==> config.mk <==
export PLATFORM = sky130hd
export DESIGN_NAME = rsi_supervisor
export DESIGN_NICKNAME = d
export VERILOG_FILES = /design/src/inc/rsi_pkg.sv /design/src/rtl/rsi_supervisor.sv /design/src/rtl/rsi_serial_rom.sv
export VERILOG_INCLUDE_DIRS = /design/src /design/src/inc
export SDC_FILE = /design/constraint.sdc
export NUM_CORES = 1
export LEC_CHECK = 0
export BUFFER_PORTS_ARGS = -buffer_cell sky130_fd_sc_hd__buf_2
export CAP_MARGIN = 10
export CORE_MARGIN = 2
export CORE_UTILIZATION = 41
export DETAILED_ROUTE_END_ITERATION = 8
export PLACE_DENSITY = 0.68
export SLEW_MARGIN = 20
export SYNTH_ARGS = -nofsm -noshare
export SYNTH_HDL_FRONTEND = slang
export SYNTH_HIERARCHICAL = 1
export SYNTH_SLANG_ARGS = --single-unit
==> constraint.sdc <==
create_clock -name mclk_i -period 3.9 [get_ports mclk_i]
set_input_delay 0.78 -clock mclk_i [delete_from_list [all_inputs] [get_ports mclk_i]]
set_output_delay 0.78 -clock mclk_i [all_outputs]
set_load 0.05 [all_outputs]
==> src/inc/rsi_map.svh <==
/*
 * register offsets, field positions, power-up values and timing counts
 * of the status and supervisory block; included by the design files.
 */
`ifndef RSI_MAP_SVH
`define RSI_MAP_SVH

// ----------------------------------------------------------------
// register offsets
// ----------------------------------------------------------------
`define RSI_OFF_CLOCK 8'h04
`define RSI_OFF_FLAGS 8'h0f
`define RSI_OFF_SERIAL 8'h30
`define RSI_SERIAL_BYTES 8
// arbitrary value, stands in for the per-part number
`define RSI_SERIAL_VALUE 64'h5a3c_9612_e0f1_7b80

// ----------------------------------------------------------------
// field positions
// ----------------------------------------------------------------
`define RSI_BIT_DESEL_SEL 7
`define RSI_BIT_OSC_FAIL 2
`define RSI_BIT_BAT_LOW 4

// ----------------------------------------------------------------
// power-up values of control bits
// ----------------------------------------------------------------
`define RSI_INIT_OSC_FAIL 1'b1
`define RSI_INIT_HALT 1'b1
`define RSI_INIT_OUT 1'b1
`define RSI_INIT_32K 1'b1

// ----------------------------------------------------------------
// timing: clock 50 MHz
// ----------------------------------------------------------------
`define RSI_CLK_HZ 50000000
`define RSI_TREC_LONG_MS 97
`define RSI_TREC_STOP_MS 100
`define RSI_TREC_SHORT_US 50
`define RSI_TREC_LONG_CYC (`RSI_CLK_HZ / 1000 * `RSI_TREC_LONG_MS)
`define RSI_TREC_STOP_CYC (`RSI_CLK_HZ / 1000 * `RSI_TREC_STOP_MS)
`define RSI_TREC_SHORT_CYC (`RSI_CLK_HZ / 1000000 * `RSI_TREC_SHORT_US)
`define RSI_BAT_HOURS 24
`define RSI_BAT_CYC (64'd3600 * `RSI_BAT_HOURS * `RSI_CLK_HZ)

`endif

==> src/inc/rsi_pkg.sv <==
/*
 * types of the status and supervisory block.
 * assumes nothing of its surroundings.
 */
package rsi_pkg;
	typedef enum logic [1:0] {
		RSI_OFF = 2'b00,
		RSI_DESEL = 2'b01,
		RSI_RUN = 2'b10
	} rsi_pwr_t;

	typedef struct packed {
		logic [1:0] s_sync;
		logic [1:0] v_sync;
		logic [1:0] b_sync;
		logic [1:0] o_sync;
		logic [1:0] r_sync;
	} rsi_sync_t;
endpackage : rsi_pkg

==> src/rtl/rsi_supervisor.sv <==
/*
 * status and supervisory logic: irq/out pin, battery low, write
 * deselect time, serial number, oscillator fail, power-up defaults.
 * assumes a byte register port from the serial bus engine, and analog
 * levels (supply good, battery ok, oscillator running) from pins.
 */
`timescale 1ns/1ns
`default_nettype none
`include "rsi_map.svh"
module rsi_supervisor
	import rsi_pkg::*;
#(
	parameter logic [63:0] BAT_CYC = `RSI_BAT_CYC,
	parameter logic [31:0] TREC_LONG = `RSI_TREC_LONG_CYC,
	parameter logic [31:0] TREC_STOP = `RSI_TREC_STOP_CYC,
	parameter logic [31:0] TREC_SHORT = `RSI_TREC_SHORT_CYC
) (
	input wire logic mclk_i,
	input wire logic rst_i,
	input wire logic first_power_i,
	input wire logic supply_good_i,
	input wire logic battery_ok_i,
	input wire logic osc_running_i,
	input wire logic reset_out_i,
	input wire logic tamper_enable_one_i,
	input wire logic tamper_enable_two_i,
	input wire logic tamper_irq_enable_i,
	input wire logic alarm_irq_i,
	input wire logic watchdog_irq_i,
	input wire logic reg_wr_i,
	input wire logic reg_rd_i,
	input wire logic [7:0] reg_addr_i,
	input wire logic [7:0] reg_wdata_i,
	output logic [7:0] reg_rdata_o,
	output logic write_allow_o,
	output logic irq_out_oe_o,
	output logic oscillator_stop_bit_o,
	output logic halt_update_bit_o,
	output logic frequency_test_bit_o,
	output logic square_wave_enable_o,
	output logic full_time_clock_out_enable_o,
	output logic threshold_select_o,
	output logic tamper_irq_clear_o
);
	// ----------------------------------------------------------------
	// state
	// ----------------------------------------------------------------
	typedef struct packed {
		rsi_sync_t sy;
		rsi_pwr_t pwr;
		logic [31:0] desel_cnt;
		logic [63:0] bat_cnt;
		logic bat_pend;
		logic battery_low_flag;
		logic osc_fail_flag;
		logic osc_fail_irq_enable;
		logic alarm_flag_enable;
		logic backup_alarm_enable;
		logic deselect_time_select;
		logic oscillator_stop_bit;
		logic halt_update_bit;
		logic out_bit;
		logic frequency_test_bit;
		logic square_wave_enable;
		logic full_time_clock_out_enable;
		logic threshold_select;
		logic watchdog_steering;
		logic [7:0] rdata;
		logic rd_serial;
	} rsi_state_t;

	rsi_state_t q;
	rsi_state_t next_q;
	logic [7:0] ser_data;
	logic supply;
	logic bat_ok;
	logic osc_run;
	logic first_pw;
	logic rst_out;
	logic irq_src;
	logic irq_low;
	logic wr_ok;

	function automatic logic [31:0] rsi_trec(input logic sel, input logic stop);
		if (sel)
			rsi_trec = TREC_SHORT;
		else if (stop)
			rsi_trec = TREC_STOP;
		else
			rsi_trec = TREC_LONG;
	endfunction : rsi_trec

	rsi_serial_rom u_rom (
		.mclk_i(mclk_i),
		.idx_i(reg_addr_i[2:0] - 3'(`RSI_OFF_SERIAL)),
		.data_o(ser_data)
	);

	// second stage only; first stage is read by nothing else
	assign supply = q.sy.s_sync[1];
	assign bat_ok = q.sy.b_sync[1];
	assign osc_run = q.sy.o_sync[1];
	assign first_pw = q.sy.v_sync[1];
	assign rst_out = q.sy.r_sync[1];
	assign wr_ok = (q.pwr == RSI_RUN);

	// ----------------------------------------------------------------
	// next state
	// ----------------------------------------------------------------
	always_comb begin
		next_q = q;
		next_q.sy.s_sync = {q.sy.s_sync[0], supply_good_i};
		next_q.sy.v_sync = {q.sy.v_sync[0], first_power_i};
		next_q.sy.b_sync = {q.sy.b_sync[0], battery_ok_i};
		next_q.sy.o_sync = {q.sy.o_sync[0], osc_running_i};
		next_q.sy.r_sync = {q.sy.r_sync[0], reset_out_i};
		next_q.rd_serial = 1'b0;
		if (first_pw) begin
			// initial power-up defaults
			next_q.osc_fail_flag = `RSI_INIT_OSC_FAIL;
			next_q.halt_update_bit = `RSI_INIT_HALT;
			next_q.out_bit = `RSI_INIT_OUT;
			next_q.full_time_clock_out_enable = `RSI_INIT_32K;
			next_q.deselect_time_select = 1'b0;
			next_q.oscillator_stop_bit = 1'b0;
			next_q.osc_fail_irq_enable = 1'b0;
			next_q.frequency_test_bit = 1'b0;
			next_q.alarm_flag_enable = 1'b0;
			next_q.backup_alarm_enable = 1'b0;
			next_q.square_wave_enable = 1'b0;
			next_q.threshold_select = 1'b0;
			next_q.watchdog_steering = 1'b0;
		end
		case (q.pwr)
			RSI_OFF: begin
				if (supply) begin
					// rising supply: clear enables, all but full_time_clock_out_enable
					next_q.osc_fail_irq_enable = 1'b0;
					next_q.alarm_flag_enable = 1'b0;
					next_q.backup_alarm_enable = 1'b0;
					next_q.square_wave_enable = 1'b0;
					next_q.watchdog_steering = 1'b0;
					next_q.frequency_test_bit = 1'b0;
					next_q.desel_cnt = rsi_trec(q.deselect_time_select,
						q.oscillator_stop_bit);
					next_q.bat_pend = 1'b1; // check at power-up
					next_q.pwr = RSI_DESEL;
				end
			end
			RSI_DESEL: begin
				// writes held off while the supply settles
				if (!supply)
					next_q.pwr = RSI_OFF;
				else if (q.desel_cnt <= 32'h1)
					next_q.pwr = RSI_RUN;
				else
					next_q.desel_cnt = q.desel_cnt - 32'h1;
			end
			RSI_RUN: begin
				if (!supply) begin
					// falling supply
					next_q.frequency_test_bit = 1'b0;
					next_q.halt_update_bit = !(tamper_enable_one_i || tamper_enable_two_i);
					next_q.pwr = RSI_OFF;
				end
			end
			default: next_q.pwr = RSI_OFF;
		endcase
		// battery check only on main supply
		if (supply) begin
			if (q.bat_cnt >= BAT_CYC - 64'h1) begin
				next_q.bat_cnt = 64'h0;
				next_q.bat_pend = 1'b1; // periodic
			end else begin
				next_q.bat_cnt = q.bat_cnt + 64'h1;
			end
			if (q.bat_pend) begin
				next_q.bat_pend = 1'b0;
				next_q.battery_low_flag = !bat_ok;
			end
		end
		if (reg_wr_i && wr_ok) begin
			case (reg_addr_i)
				`RSI_OFF_CLOCK: next_q.deselect_time_select = reg_wdata_i[`RSI_BIT_DESEL_SEL];
				`RSI_OFF_FLAGS: if (!reg_wdata_i[`RSI_BIT_OSC_FAIL])
					next_q.osc_fail_flag = 1'b0; // only a zero clears
				8'h01: begin
					next_q.oscillator_stop_bit = reg_wdata_i[7];
				end
				8'h02: begin
					next_q.out_bit = reg_wdata_i[7];
					next_q.frequency_test_bit = reg_wdata_i[6];
					next_q.halt_update_bit = reg_wdata_i[5];
					next_q.threshold_select = reg_wdata_i[4];
					next_q.full_time_clock_out_enable = reg_wdata_i[3];
					next_q.square_wave_enable = reg_wdata_i[2];
					next_q.watchdog_steering = reg_wdata_i[1];
				end
				8'h03: begin
					next_q.osc_fail_irq_enable = reg_wdata_i[7];
					next_q.alarm_flag_enable = reg_wdata_i[6];
					next_q.backup_alarm_enable = reg_wdata_i[5];
				end
				default: ; // serial number and others ignore writes
			endcase
		end
		// stop detection set wins over a clear, in backup too
		if (!osc_run || q.oscillator_stop_bit)
			next_q.osc_fail_flag = 1'b1;
		if (reg_rd_i) begin
			next_q.rd_serial = (reg_addr_i[7:3] == 5'(`RSI_OFF_SERIAL >> 3));
			case (reg_addr_i)
				`RSI_OFF_CLOCK: next_q.rdata = {q.deselect_time_select, 7'h00};
				`RSI_OFF_FLAGS: next_q.rdata = {3'h0, q.battery_low_flag, 1'b0,
					q.osc_fail_flag, 2'h0};
				8'h01: next_q.rdata = {q.oscillator_stop_bit, 7'h00};
				8'h02: next_q.rdata = {q.out_bit, q.frequency_test_bit,
					q.halt_update_bit, q.threshold_select,
					q.full_time_clock_out_enable, q.square_wave_enable,
					q.watchdog_steering, 1'b0};
				8'h03: next_q.rdata = {q.osc_fail_irq_enable, q.alarm_flag_enable,
					q.backup_alarm_enable, 5'h00};
				default: next_q.rdata = 8'h00;
			endcase
		end
	end

	always_ff @(posedge mclk_i) begin
		if (rst_i) begin
			q <= '0;
			q.pwr <= RSI_OFF;
		end else begin
			q <= next_q;
		end
	end

	// ----------------------------------------------------------------
	// irq/out pin
	// ----------------------------------------------------------------
	// fail irq released by flag clear, enable clear or reset out
	assign irq_src = (q.osc_fail_irq_enable && q.osc_fail_flag && !rst_out)
		|| (q.alarm_flag_enable && alarm_irq_i) || watchdog_irq_i;
	always_comb begin
		if (q.osc_fail_irq_enable || q.alarm_flag_enable || tamper_irq_enable_i
			|| q.watchdog_steering)
			irq_low = irq_src;
		else
			irq_low = !q.out_bit;
		if (!supply && !q.backup_alarm_enable)
			irq_low = 1'b0; // backup needs backup alarm enable
	end

	assign irq_out_oe_o = irq_low;
	assign reg_rdata_o = q.rd_serial ? ser_data : q.rdata;
	assign write_allow_o = wr_ok;
	assign oscillator_stop_bit_o = q.oscillator_stop_bit;
	assign halt_update_bit_o = q.halt_update_bit;
	assign frequency_test_bit_o = q.frequency_test_bit;
	assign square_wave_enable_o = q.square_wave_enable;
	assign full_time_clock_out_enable_o = q.full_time_clock_out_enable;
	assign threshold_select_o = q.threshold_select;
	assign tamper_irq_clear_o = (q.pwr == RSI_OFF) && supply;

	// ----------------------------------------------------------------
	// checks
	// ----------------------------------------------------------------
	osc_flag_set_a: assert property (@(posedge mclk_i) disable iff (rst_i)
		!osc_run |=> q.osc_fail_flag) else $error("fail flag not set");
	osc_flag_hold_a: assert property (@(posedge mclk_i) disable iff (rst_i)
		q.osc_fail_flag && !(reg_wr_i && reg_addr_i == `RSI_OFF_FLAGS) |=> q.osc_fail_flag)
		else $error("fail flag dropped");
	irq_fail_a: assert property (@(posedge mclk_i) disable iff (rst_i)
		q.osc_fail_irq_enable && q.osc_fail_flag && !rst_out && supply |-> irq_out_oe_o)
		else $error("fail irq missing");
	irq_out_a: assert property (@(posedge mclk_i) disable iff (rst_i)
		!q.osc_fail_irq_enable && !q.alarm_flag_enable && !tamper_irq_enable_i
		&& !q.watchdog_steering && supply |-> irq_out_oe_o == !q.out_bit)
		else $error("out bit not on pin");
	irq_backup_a: assert property (@(posedge mclk_i) disable iff (rst_i)
		!supply && !q.backup_alarm_enable |-> !irq_out_oe_o)
		else $error("pin driven in backup");
	desel_block_a: assert property (@(posedge mclk_i) disable iff (rst_i)
		$rose(supply) |=> !write_allow_o [*3]) else $error("write too early");
	bat_check_a: assert property (@(posedge mclk_i) disable iff (rst_i)
		q.bat_pend && supply |=> q.battery_low_flag == !$past(bat_ok))
		else $error("battery flag wrong");
	bat_hold_a: assert property (@(posedge mclk_i) disable iff (rst_i)
		!supply |=> $stable(q.battery_low_flag)) else $error("check in backup");
	serial_ro_a: assert property (@(posedge mclk_i) disable iff (rst_i)
		reg_wr_i && reg_addr_i[7:3] == 5'h06 |=> $stable(q.out_bit))
		else $error("serial write had effect");
endmodule : rsi_supervisor
`default_nettype wire

==> src/rtl/rsi_serial_rom.sv <==
/*
 * read-only serial number store, eight bytes, registered read data.
 * assumes the index is in range; the three index bits cover exactly the eight bytes.
 */
`timescale 1ns/1ns
`default_nettype none
`include "rsi_map.svh"
module rsi_serial_rom #(
	parameter logic [63:0] SERIAL = `RSI_SERIAL_VALUE // arbitrary value
) (
	input wire logic mclk_i,
	input wire logic [2:0] idx_i,
	output logic [7:0] data_o
);
	always_ff @(posedge mclk_i) begin
		data_o <= SERIAL[idx_i*8 +: 8];
	end
endmodule : rsi_serial_rom
`default_nettype wire

==> results of run 1 <==
layer usage:
metal  part of all wire (%)  vias to the layer above
met3                    3.8                       21
met5                      0                        -
met2                     45                      101
met4                    1.6                        0
li1                       -                     2905
met1                     49                     2649
registers in the layout, summed over array words and instances, names as in the netlist:
name,flops
bat_ok,1
first_pw,1
frequency_test_bit_o,1
full_time_clock_out_enable_o,1
halt_update_bit_o,1
next_q,5
osc_run,1
oscillator_stop_bit_o,1
q,117
square_wave_enable_o,1
threshold_select_o,1
u_rom/data_o,8
cell type report:
class	count	area, sq um
clock buffers	20	457
clock inverters	11	145
fillers	1522	8120
inverters	20	75.1
multi-input cells	612	3560
flip-flops and latches	139	2780
well taps	216	270
repair buffers	54	305
power by group:
group / internal, mW / leakage [nW] / total [mW] / switching (mW)
clock: 1.03 / 0.276 / 1.64 / 0.608
sequential: 1.45 / 1.13 / 1.47 / 0.0208
combinational: 0.0842 / 1.29 / 0.227 / 0.143
cells in the final DEF, fill, tap and decap left out, types with 3 or more instances in the layout:
master and instances:
sky130_fd_sc_hd__dfxtp_1 139, sky130_fd_sc_hd__xor2_1 22, sky130_fd_sc_hd__nand2b_1 8, sky130_fd_sc_hd__nor2b_1 18, sky130_fd_sc_hd__o41ai_1 3, sky130_fd_sc_hd__inv_1 20
sky130_fd_sc_hd__nand4_1 25, sky130_fd_sc_hd__a211oi_1 3, sky130_fd_sc_hd__or4_1 5, sky130_fd_sc_hd__clkinvlp_4 6, sky130_fd_sc_hd__nand4b_1 3, sky130_fd_sc_hd__or3_1 14
sky130_fd_sc_hd__buf_4 8, sky130_fd_sc_hd__and3_1 11, sky130_fd_sc_hd__ha_1 8, sky130_fd_sc_hd__and2_1 6, sky130_fd_sc_hd__nor3_1 43, sky130_fd_sc_hd__bufinv_16 3
sky130_fd_sc_hd__o31ai_1 3, sky130_fd_sc_hd__nand2_1 64, sky130_fd_sc_hd__o311ai_0 4, sky130_fd_sc_hd__nor4_1 27, sky130_fd_sc_hd__and4_1 4, sky130_fd_sc_hd__mux2_2 8
sky130_fd_sc_hd__o21ai_0 24, sky130_fd_sc_hd__a21oi_1 45, sky130_fd_sc_hd__a31oi_1 8, sky130_fd_sc_hd__xnor2_1 45, sky130_fd_sc_hd__or2_2 6, sky130_fd_sc_hd__nor2_1 136
sky130_fd_sc_hd__clkbuf_16 17, sky130_fd_sc_hd__mux2i_1 7, sky130_fd_sc_hd__nand3_1 35, sky130_fd_sc_hd__buf_2 45
how the worst max path moves through the flow:
stage	startpoint	end	slack [ns]	cells past startpoint
global route	q[90]$_SDFFE_PP0P_	q[111]$_SDFFE_PP0P_	0.80	6
CTS	q[90]$_SDFFE_PP0P_	q[111]$_SDFFE_PP0P_	0.92	6
floorplan	tamper_irq_enable_i	irq_out_oe_o	0.81	3
finish	q[90]$_SDFFE_PP0P_	q[111]$_SDFFE_PP0P_	0.92	6
detailed placement	q[90]$_SDFFE_PP0P_	q[111]$_SDFFE_PP0P_	0.91	6
global placement	q[90]$_SDFFE_PP0P_	q[111]$_SDFFE_PP0P_	0.93	6
per-stage QoR:
step | hold WS (ns) | power, mW | std cells | setup WS [ns] | utilization (%)
floorplan | 0.408 | 1.66 | 802 | 0.808 | -
global placement | 0.418 | 1.73 | 1041 | 0.925 | 44.5
detailed placement | 0.426 | 1.73 | 1041 | 0.906 | 44.5
CTS | 0.441 | 3.37 | 1072 | 0.919 | 48.3
global route | 0.459 | 3.47 | 1072 | 0.796 | 48.3
finish | 0.438 | 3.34 | 1072 | 0.915 | 48.3
logic make-up after synthesis:
| group | count (synthesis) | share of synthesized area [%] |
|---|---|---|
| AND/OR/NAND/NOR | 415 | 31.3 |
| flip-flops | 139 | 42.6 |
| AO/OA/AOI/OAI | 107 | 9.97 |
| XOR/XNOR | 67 | 8.99 |
| buffers and inverters | 51 | 3.12 |
| multiplexers | 15 | 2.45 |
| adder cells (fa/ha/maj) | 8 | 1.53 |
worst register-to-register path, stage by stage, from the launching register on:
cell	delay, ns
sky130_fd_sc_hd__dfxtp_1	0.34
sky130_fd_sc_hd__or3_1	0.50
sky130_fd_sc_hd__or4_4	0.53
sky130_fd_sc_hd__or3_4	0.41
sky130_fd_sc_hd__or4_1	0.55
sky130_fd_sc_hd__or4_1	0.44
sky130_fd_sc_hd__a21oi_1	0.14
==> qor.tcl, run 1 <==
set qor(status) {complete, no violations}
set qor(critical_path_arrival_ns) 3.33
set qor(synthesis.instances) 802
set qor(ctsHoldBuffers) 0
set qor(place.gp.congestion) 0.794
set qor(worst_hold_path.endpoint) {q[123]$_SDFF_PP0_}
set qor(number_of_max_slew_violations_in_the_final_report) 0
set qor(synthArstFlopShare_pct) 0
set qor(routed_wire_length_per_instance_microns) 13.5
set qor(syn-num-nets) 840
set qor(clock_sink_count) 139
set qor(final_nets) 882
set qor(avgViaCountPerCell) 5.29
set qor(global_route.usage.met1_pct) 23.5
set qor(hold_viol_final) 0
set qor(critPathMaxFanout) 9
set qor(grt_most_used_layer) {met2}
set qor(worst_skew_pair.late_latency_ns) 0.42
set qor(timing.reg2reg.setup_slack_ns) 0.92
set qor(global_route_wire_length_before_repair_microns) 24700
set qor(placement.cell_area_sq_um) 6990
set qor(mappedNetlistArea_sq_um) 6530
set qor(yosys_register_bits) 139
set qor(timing.hold.worst.start) {next_q[123]$_SDFF_PP0_}
set qor(port_buffers) 45
set qor(setup-violations-final) 0
set qor(design.core.area_sq_um) 15700
set qor(hold_path_cells) 1
set qor(clock_tree.root_cell) {sky130_fd_sc_hd__clkbuf_16}
set qor(tritoncts_buffer_count) 17
set qor(min_period_over_period_pct) 76.5
set qor(post_cts_buffers) 0
set qor(grt_util_met2_pct) 29.2
set qor(ios) 47
set qor(dr_total_vias) 5676
set qor(critical_path.n_buffers_inverters) 0
set qor(setup-tns-final_ns) 0
set qor(grt_util_met3_pct) 4.26
set qor(tightest_slew_ns) 0.919
set qor(drt_pass1_iterations) 5
set qor(timing.max_cap.violations) 0
set qor(finalClockSkew_ns) 0.00673
set qor(cts_h_tree_lvls) 4
set qor(timing.slew.headroom_pct) 38.2
set qor(placementRows) 46
set qor(remaining_drc_errors) 0
set qor(yosys_most_used_dff) {sky130_fd_sc_hd__dfxtp_1}
set qor(dieHeight_microns) 130
set qor(crit_path_max_incr_delay_ns) 0.55
set qor(cts-root-to-sink-buffers) 2
set qor(synth_top_area_cell) {sky130_fd_sc_hd__dfxtp_1}
set qor(ys_seq_area_share_pct) 42.6
set qor(criticalPathCategory) {reg2reg}
set qor(cp-end-kind) {register}
set qor(fp.dieArea_sq_um) 16900
set qor(share_of_final_layout_standard_cells_stronger_than_drive_strength_1_pct) 12.3
set qor(areaGrowthSynthToFinish_pct) 16.3
set qor(clkSlewWorstSetupHoldPaths_ns) 0.06
set qor(grt_start_max_net_pins) 44
set qor(start_util_pct) 41.5
set qor(postLayoutCellArea_sq_um) 7590
set qor(resized_after_cts) 0
set qor(dp_hpwl_microns) 9700
set qor(synth.yosys.warnings) 6
set qor(crit_slowest_cell) {sky130_fd_sc_hd__or4_1}
set qor(worst_r2r_path_depth) 6
set qor(die_width_microns) 130
set qor(grt-ovfl-total) 0
set qor(synth_largest_type_area_fraction_pct) 42.6
set qor(cp_common_cell) {sky130_fd_sc_hd__or4_1}
set qor(grt_antenna_before_repair) 0
set qor(detailedRoute.firstIterationViolations) 429
set qor(cp_cell_sequence) {or3_1, or4_4, or3_4, or4_1, or4_1, a21oi_1}
set qor(cellPowerDensity_nw_per_um2) 440
set qor(reg2reg_launch_point) {q[90]$_SDFFE_PP0P_}
set qor(worst-endpoint-required_ns) 4.24
set qor(period_needed_ns) 2.98
set qor(number_of_enable_flip_flop_cells_after_synthesis) 0
set qor(first_global_vias) 5228
set qor(unrepaired_setup_endpoints_after_global_routing) {no}
set qor(syn-mean-instance-area_sq_um) 8.14
set qor(critical_path.reg2reg.endpoint) {q[111]$_SDFFE_PP0P_}
set qor(hold_path.class) {reg2reg}
set qor(synth.area.top_cells) {sky130_fd_sc_hd__dfxtp_1 (43%), sky130_fd_sc_hd__nor2_1 (7.8%), sky130_fd_sc_hd__xnor2_1 (6.0%)}
set qor(cts_tree) {done}
set qor(yosys-top-cells-count) {sky130_fd_sc_hd__dfxtp_1 (139), sky130_fd_sc_hd__nor2_1 (136), sky130_fd_sc_hd__nand2_1 (64), sky130_fd_sc_hd__a21oi_1 (45), sky130_fd_sc_hd__xnor2_1 (45)}
set qor(irDropWorstVdd_mv) 0.270
set qor(static-leakage-power_nw) 2.70
set qor(route.final.wire_length_microns) 14500
set qor(max_freq_ghz) 0.335
set qor(crit_family) {simple AND/OR/NAND/NOR gates}
set qor(insertedDiodeCount) 0
set qor(synth.lib_cells_used.distinct) 56
set qor(drt.antenna.violating_nets) 0
set qor(groute.usage.overall_pct) 18.1
set qor(yosys.cell_count.top_type) {sky130_fd_sc_hd__dfxtp_1}
set qor(worstSetupStartpointType) {register}
No activity file was read; power rests on OpenSTA's default activity.
==> inputs of run 2 (changes only) <==
==> constraint.sdc (replaced) <==
create_clock -name mclk_i -period 3.1 [get_ports mclk_i]
set_input_delay 0.62 -clock mclk_i [delete_from_list [all_inputs] [get_ports mclk_i]]
set_output_delay 0.62 -clock mclk_i [all_outputs]
set_load 0.05 [all_outputs]
==> run 2 against run 1 <==
Effect of this change: sequential cell count stayed put; register-to-register slack worse by 0.69 ns; die area stayed put; final cell count is 0.28% higher; sequential share of layout area hardly changed; routed wire length is 1.2% higher; combinational power is 28% higher; critical path type unchanged; critical endpoint unchanged.
==> qor.tcl, run 2 (synthesized netlist as in run 1, its figures left out) <==
set qor(critPathMaxFanout) 9 ;# unchanged
set qor(cp-end-kind) {register} ;# unchanged
set qor(final_nets) 885 ;# was 882
set qor(fillers) 1517 ;# was 1522
set qor(design.core.area_sq_um) 15700 ;# unchanged
set qor(clock_tree.root_cell) {sky130_fd_sc_hd__clkbuf_16} ;# unchanged
set qor(max_freq_ghz) 0.348 ;# was 0.335 GHz
set qor(global_route_wire_length_before_repair_microns) 25000 ;# was 24700 microns
set qor(drt_pass1_iterations) 5 ;# unchanged
set qor(hold-worst-slack_ns) 0.413 ;# was 0.438 ns
set qor(dr_total_vias) 5650 ;# was 5676
set qor(worstSetupStartpointType) {register} ;# unchanged
set qor(hold_viol_final) 0 ;# unchanged
set qor(ios) 47 ;# unchanged
set qor(layout_commonest_cell) {sky130_fd_sc_hd__dfxtp_1} ;# unchanged
set qor(multi_input_comb_area_sq_um) 3560 ;# unchanged
set qor(grt-ovfl-total) 0 ;# unchanged
set qor(remaining_drc_errors) 0 ;# unchanged
set qor(preCtsSetupSlack_ns) 0.224 ;# was 0.906 ns
set qor(finalClockSkew_ns) 0.00814 ;# was 0.00673 ns
set qor(start_util_pct) 41.5 ;# unchanged
set qor(cts-root-to-sink-buffers) 2 ;# unchanged
set qor(groute.usage.overall_pct) 18.3 ;# was 18.1%
set qor(criticalPathCategory) {reg2reg} ;# unchanged
set qor(first_global_vias) 5314 ;# was 5228
set qor(top_register) {q} ;# unchanged
set qor(areaGrowthSynthToFinish_pct) 16.5 ;# was 16.3%
set qor(postLayoutSetupSlackWorst_ns) 0.223 ;# was 0.915 ns
set qor(min_period_over_period_pct) 92.8 ;# was 76.5%
set qor(irDropWorstVdd_mv) 0.413 ;# was 0.270 mV
set qor(place.gp.congestion) 0.806 ;# was 0.794
set qor(number_of_max_slew_violations_in_the_final_report) 0 ;# unchanged
set qor(tritoncts_buffer_count) 17 ;# unchanged
set qor(static-leakage-power_nw) 2.73 ;# was 2.70 nW
set qor(die_width_microns) 130 ;# unchanged
set qor(worst-endpoint-required_ns) 3.44 ;# was 4.24 ns
set qor(worst_skew_pair.late_latency_ns) 0.42 ;# about the same
set qor(dp_hpwl_microns) 9820 ;# was 9700 microns
set qor(grt_start_max_net_pins) 63 ;# was 44
set qor(hold_path.class) {in2reg} ;# was reg2reg
set qor(detailedRoute.firstIterationViolations) 360 ;# was 429
set qor(layout.cells.most_common_list) {sky130_fd_sc_hd__dfxtp_1 (139), sky130_fd_sc_hd__nor2_1 (136), sky130_fd_sc_hd__nand2_1 (64)} ;# unchanged
set qor(final-seq-area_sq_um) 2780 ;# unchanged
set qor(dieHeight_microns) 130 ;# unchanged
set qor(grt_antenna_before_repair) 0 ;# unchanged
set qor(status) {complete, no violations} ;# unchanged
set qor(cellPowerDensity_nw_per_um2) 546 ;# was 440 nW/um^2
set qor(placementRows) 46 ;# unchanged
set qor(critical_path_arrival_ns) 3.22 ;# was 3.33 ns
set qor(cts_h_tree_lvls) 4 ;# unchanged
set qor(unrepaired_setup_endpoints_after_global_routing) {no} ;# unchanged
set qor(setup-violations-final) 0 ;# unchanged
set qor(port_buffers) 45 ;# unchanged
set qor(cts_tree) {done} ;# unchanged
set qor(route.final.wire_length_microns) 14700 ;# was 14500 microns
set qor(fp.dieArea_sq_um) 16900 ;# unchanged
set qor(clock_sink_count) 139 ;# unchanged
set qor(avgViaCountPerCell) 5.26 ;# was 5.29
set qor(post_cts_buffers) 0 ;# unchanged
set qor(resized_after_cts) 0 ;# unchanged
set qor(clkSlewWorstSetupHoldPaths_ns) 0.06 ;# about the same
set qor(timing.max_cap.violations) 0 ;# unchanged
set qor(tightest_slew_ns) 0.881 ;# was 0.919 ns
set qor(ctsHoldBuffers) 0 ;# unchanged
set qor(routed_wire_length_per_instance_microns) 13.6 ;# was 13.5 microns
set qor(period_needed_ns) 2.88 ;# was 2.98 ns
set qor(timing.slew.headroom_pct) 41.1 ;# was 38.2%
set qor(drt.antenna.violating_nets) 0 ;# unchanged
set qor(share_of_final_layout_standard_cells_stronger_than_drive_strength_1_pct) 12.5 ;# was 12.3%
set qor(insertedDiodeCount) 0 ;# unchanged
set qor(largest_register_ff_count) 117 ;# unchanged
set qor(setup-tns-final_ns) 0 ;# unchanged
run 2: changes by cell type in the layout (fill, tap and decap cells not counted), sizes merged:
cell / delta
clkinv: +2
bufinv: -1
clkinvlp: -5
buf: +3
clkbuf: +4
run 2: critical path, cell delays in order, from the launching register on:
cell and delay [ns]:
sky130_fd_sc_hd__dfxtp_1 0.34, sky130_fd_sc_hd__or3_1 0.41, sky130_fd_sc_hd__or4_4 0.51, sky130_fd_sc_hd__or3_4 0.41, sky130_fd_sc_hd__or4_1 0.55, sky130_fd_sc_hd__or4_1 0.44, sky130_fd_sc_hd__a21oi_1 0.14
run 2: through the flow:
step	std cells	power, mW	util (%)	instance area [sq um]
after floorplan	802	2.09	-	6530
after global placement	1044	2.17	44.6	7010
after detailed placement	1044	2.18	44.6	7010
after CTS	1075	4.19	48.4	7600
after global routing	1075	4.30	48.4	7600
final	1075	4.15	48.4	7600
run 2: path summary, 6_finish.rpt:
check	from	to	slack (ns)	depth (start not counted)
worst max-delay path	q[90]$_SDFFE_PP0P_	q[111]$_SDFFE_PP0P_	0.22	6
worst min-delay path	reset_out_i	next_q[123]$_SDFF_PP0_	0.41	2
worst max register to register	q[90]$_SDFFE_PP0P_	q[111]$_SDFFE_PP0P_	0.22	6
worst min register to register	bat_ok$_SDFF_PP0_	q[22]$_SDFFE_PP0P_	0.43	1
run 2: cell type report:
| type | count | area share (%) |
|---|---|---|
| tap | 216 | 3.55 |
| clock buffer | 24 | 6.60 |
| clock inverter | 7 | 1.15 |
| inverter | 20 | 0.987 |
| sequential | 139 | 36.6 |
| timing repair buffer | 57 | 4.31 |
| multi-input combinational | 612 | 46.8 |
run 2: power breakdown:
part	total (mW)	switching (mW)	internal, mW
combinational	0.290	0.182	0.108
sequential	1.85	0.0270	1.82
clock	2.01	0.731	1.28
total	4.15	0.940	3.21
run 2: metal layers:
metal / global-route usage, % / vias to the layer above / wire (microns)
met5: 0 / - / 0
met4: 6.33 / 0 / 137
met3: 4.35 / 14 / 578
met2: 29.6 / 108 / 6810
met1: 24.1 / 2624 / 7130
li1: - / 2904 / -
==> inputs of run 3 (changes only) <==
--- a/config.mk
+++ b/config.mk
@@ -8,7 +8,8 @@
 export LEC_CHECK = 0
 export BUFFER_PORTS_ARGS = -buffer_cell sky130_fd_sc_hd__buf_2
 export CAP_MARGIN = 10
-export CORE_MARGIN = 2
+export CORE_ASPECT_RATIO = 1.5
+export CORE_MARGIN = 3
 export CORE_UTILIZATION = 41
 export DETAILED_ROUTE_END_ITERATION = 8
 export PLACE_DENSITY = 0.68
==> run 3 against run 2 <==
Effect of this change: global-route usage down 0.055 points; combinational power up 3%; via count up 2.4%; sequential cell count unchanged; critical path type unchanged; critical endpoint unchanged; largest power group unchanged.
==> qor.tcl, run 3 (synthesized netlist as in run 1, its figures left out) <==
set qor(avgViaCountPerCell) 5.45 ;# was 5.26
set qor(critPathMaxFanout) 9 ;# unchanged
set qor(clkSlewWorstSetupHoldPaths_ns) 0.06 ;# about the same
set qor(dp_hpwl_microns) 10900 ;# was 9820 microns
set qor(resized_after_cts) 0 ;# unchanged
set qor(layout_commonest_cell) {sky130_fd_sc_hd__dfxtp_1} ;# unchanged
set qor(cts-root-to-sink-buffers) 2 ;# unchanged
set qor(timing.max_cap.violations) 0 ;# unchanged
set qor(min_period_over_period_pct) 93.0 ;# was 92.8%
set qor(critical_path_arrival_ns) 3.24 ;# was 3.22 ns
set qor(share_of_final_layout_standard_cells_stronger_than_drive_strength_1_pct) 12.9 ;# was 12.5%
set qor(global_route_wire_length_before_repair_microns) 25600 ;# was 25000 microns
set qor(criticalPathCategory) {reg2reg} ;# unchanged
set qor(route.final.wire_length_microns) 15800 ;# was 14700 microns
set qor(detailedRoute.firstIterationViolations) 339 ;# was 360
set qor(port_buffers) 45 ;# unchanged
set qor(reg2reg_launch_point) {q[90]$_SDFFE_PP0P_} ;# unchanged
set qor(cellPowerDensity_nw_per_um2) 616 ;# was 546 nW/um^2
set qor(hold_path.class) {reg2reg} ;# was in2reg
set qor(place.gp.congestion) 0.861 ;# was 0.806
set qor(top_register) {q} ;# unchanged
set qor(finalClockSkew_ns) 0.00665 ;# was 0.00814 ns
set qor(timing.slew.headroom_pct) 43.6 ;# was 41.1%
set qor(unrepaired_setup_endpoints_after_global_routing) {no} ;# unchanged
set qor(placementRows) 55 ;# was 46
set qor(status) {complete, no violations} ;# unchanged
set qor(global_route.usage.met1_pct) 20.6 ;# was 24.1%
set qor(worst-endpoint-required_ns) 3.45 ;# was 3.44 ns
set qor(timing.hold.worst.start) {bat_ok$_SDFF_PP0_} ;# was reset_out_i
set qor(remaining_drc_errors) 0 ;# unchanged
set qor(period_needed_ns) 2.88 ;# about the same
set qor(fp.dieArea_sq_um) 17500 ;# was 16900 sq um
set qor(cts_h_tree_lvls) 4 ;# unchanged
set qor(hold_viol_final) 0 ;# unchanged
set qor(placement.cell_area_sq_um) 7000 ;# was 7010 sq um
set qor(dr_total_vias) 5787 ;# was 5650
set qor(tightest_slew_ns) 0.843 ;# was 0.881 ns
set qor(setup-tns-final_ns) 0 ;# unchanged
set qor(clock_tree.root_cell) {sky130_fd_sc_hd__clkbuf_16} ;# unchanged
set qor(number_of_max_slew_violations_in_the_final_report) 0 ;# unchanged
set qor(routed_wire_length_per_instance_microns) 14.9 ;# was 13.6 microns
set qor(grt-ovfl-total) 0 ;# unchanged
set qor(final_nets) 886 ;# was 885
set qor(grt_most_used_layer) {met2} ;# unchanged
set qor(layout.cells.most_common_list) {sky130_fd_sc_hd__dfxtp_1 (139), sky130_fd_sc_hd__nor2_1 (136), sky130_fd_sc_hd__nand2_1 (64)} ;# unchanged
set qor(tritoncts_buffer_count) 17 ;# unchanged
set qor(critical_path.startpoint) {q[90]$_SDFFE_PP0P_} ;# unchanged
set qor(final_util_pct) 50.6 ;# was 48.4%
set qor(grt_start_max_net_pins) 63 ;# unchanged
set qor(dieHeight_microns) 161 ;# was 130 microns
set qor(die_width_microns) 109 ;# was 130 microns
set qor(start_util_pct) 42.5 ;# was 41.5%
set qor(cts_tree) {done} ;# unchanged
set qor(ios) 47 ;# unchanged
set qor(postLayoutCellArea_sq_um) 7770 ;# was 7600 sq um
set qor(irDropWorstVdd_mv) 0.415 ;# was 0.413 mV
set qor(cp-end-kind) {register} ;# unchanged
set qor(grt_util_met2_pct) 31.8 ;# was 29.6%
set qor(largest_register_ff_count) 117 ;# unchanged
set qor(design.core.area_sq_um) 15300 ;# was 15700 sq um
set qor(worstSetupStartpointType) {register} ;# unchanged
set qor(setup-violations-final) 0 ;# unchanged
set qor(clock_sink_count) 139 ;# unchanged
set qor(grt_util_met3_pct) 4.54 ;# was 4.35%
set qor(first_global_vias) 5461 ;# was 5314
set qor(max_freq_ghz) 0.347 ;# was 0.348 GHz
set qor(post_cts_buffers) 0 ;# unchanged
set qor(areaGrowthSynthToFinish_pct) 19.1 ;# was 16.5%
set qor(drt.antenna.violating_nets) 0 ;# unchanged
set qor(ctsHoldBuffers) 0 ;# unchanged
set qor(grt_antenna_before_repair) 1 ;# was 0
set qor(static-leakage-power_nw) 2.82 ;# was 2.73 nW
set qor(drt_pass1_iterations) 5 ;# unchanged
set qor(groute.usage.overall_pct) 18.3 ;# about the same
set qor(worst_skew_pair.late_latency_ns) 0.43 ;# was 0.42 ns
run 3: worst paths after layout:
path / cells past startpoint / slack, ns / end
setup / recovery: 6 / 0.22 / q[111]$_SDFFE_PP0P_
hold / removal: 1 / 0.43 / q[22]$_SDFFE_PP0P_
setup reg to reg: 6 / 0.22 / q[111]$_SDFFE_PP0P_
hold reg to reg: 1 / 0.43 / q[22]$_SDFFE_PP0P_
run 3: cell type report:
cell class              count  area [sq um]
diodes                      1          2.50
clock buffers              19           453
clock inverters            13           315
fillers                  1456          7580
inverters                  20          75.1
multi-input cells         612          3560
flip-flops and latches    139          2780
well taps                 199           249
repair buffers             58           335
run 3: layer usage:
| metal | vias to the layer above | wire length [microns] |
|---|---|---|
| met1 | 2716 | 6590 |
| met2 | 129 | 8170 |
| li1 | 2909 | - |
| met4 | 0 | 386 |
| met5 | - | 0 |
| met3 | 33 | 703 |
run 3: power by group:
group	switching (mW)	total [mW]	internal, mW
combinational	0.187	0.299	0.111
sequential	0.0270	1.85	1.82
clock	0.764	2.64	1.87
run 3: critical path, cell delays in order (launching register included):
cell and delay (ns):
sky130_fd_sc_hd__dfxtp_1 0.34, sky130_fd_sc_hd__or3_1 0.41, sky130_fd_sc_hd__or4_4 0.50, sky130_fd_sc_hd__or3_4 0.41
sky130_fd_sc_hd__or4_1 0.56, sky130_fd_sc_hd__or4_1 0.45, sky130_fd_sc_hd__a21oi_1 0.14
run 3: through the flow:
step	worst slack [ns]	hold WS [ns]	instances	power [mW]
6_report	0.216	0.432	1061	4.78
5_1_grt	0.124	0.431	1061	4.94
4_1_cts	0.227	0.423	1060	4.83
3_5_place_dp	0.226	0.423	1028	2.19
3_3_place_gp	0.249	0.415	1028	2.18
2_1_floorplan	0.289	0.408	802	2.09
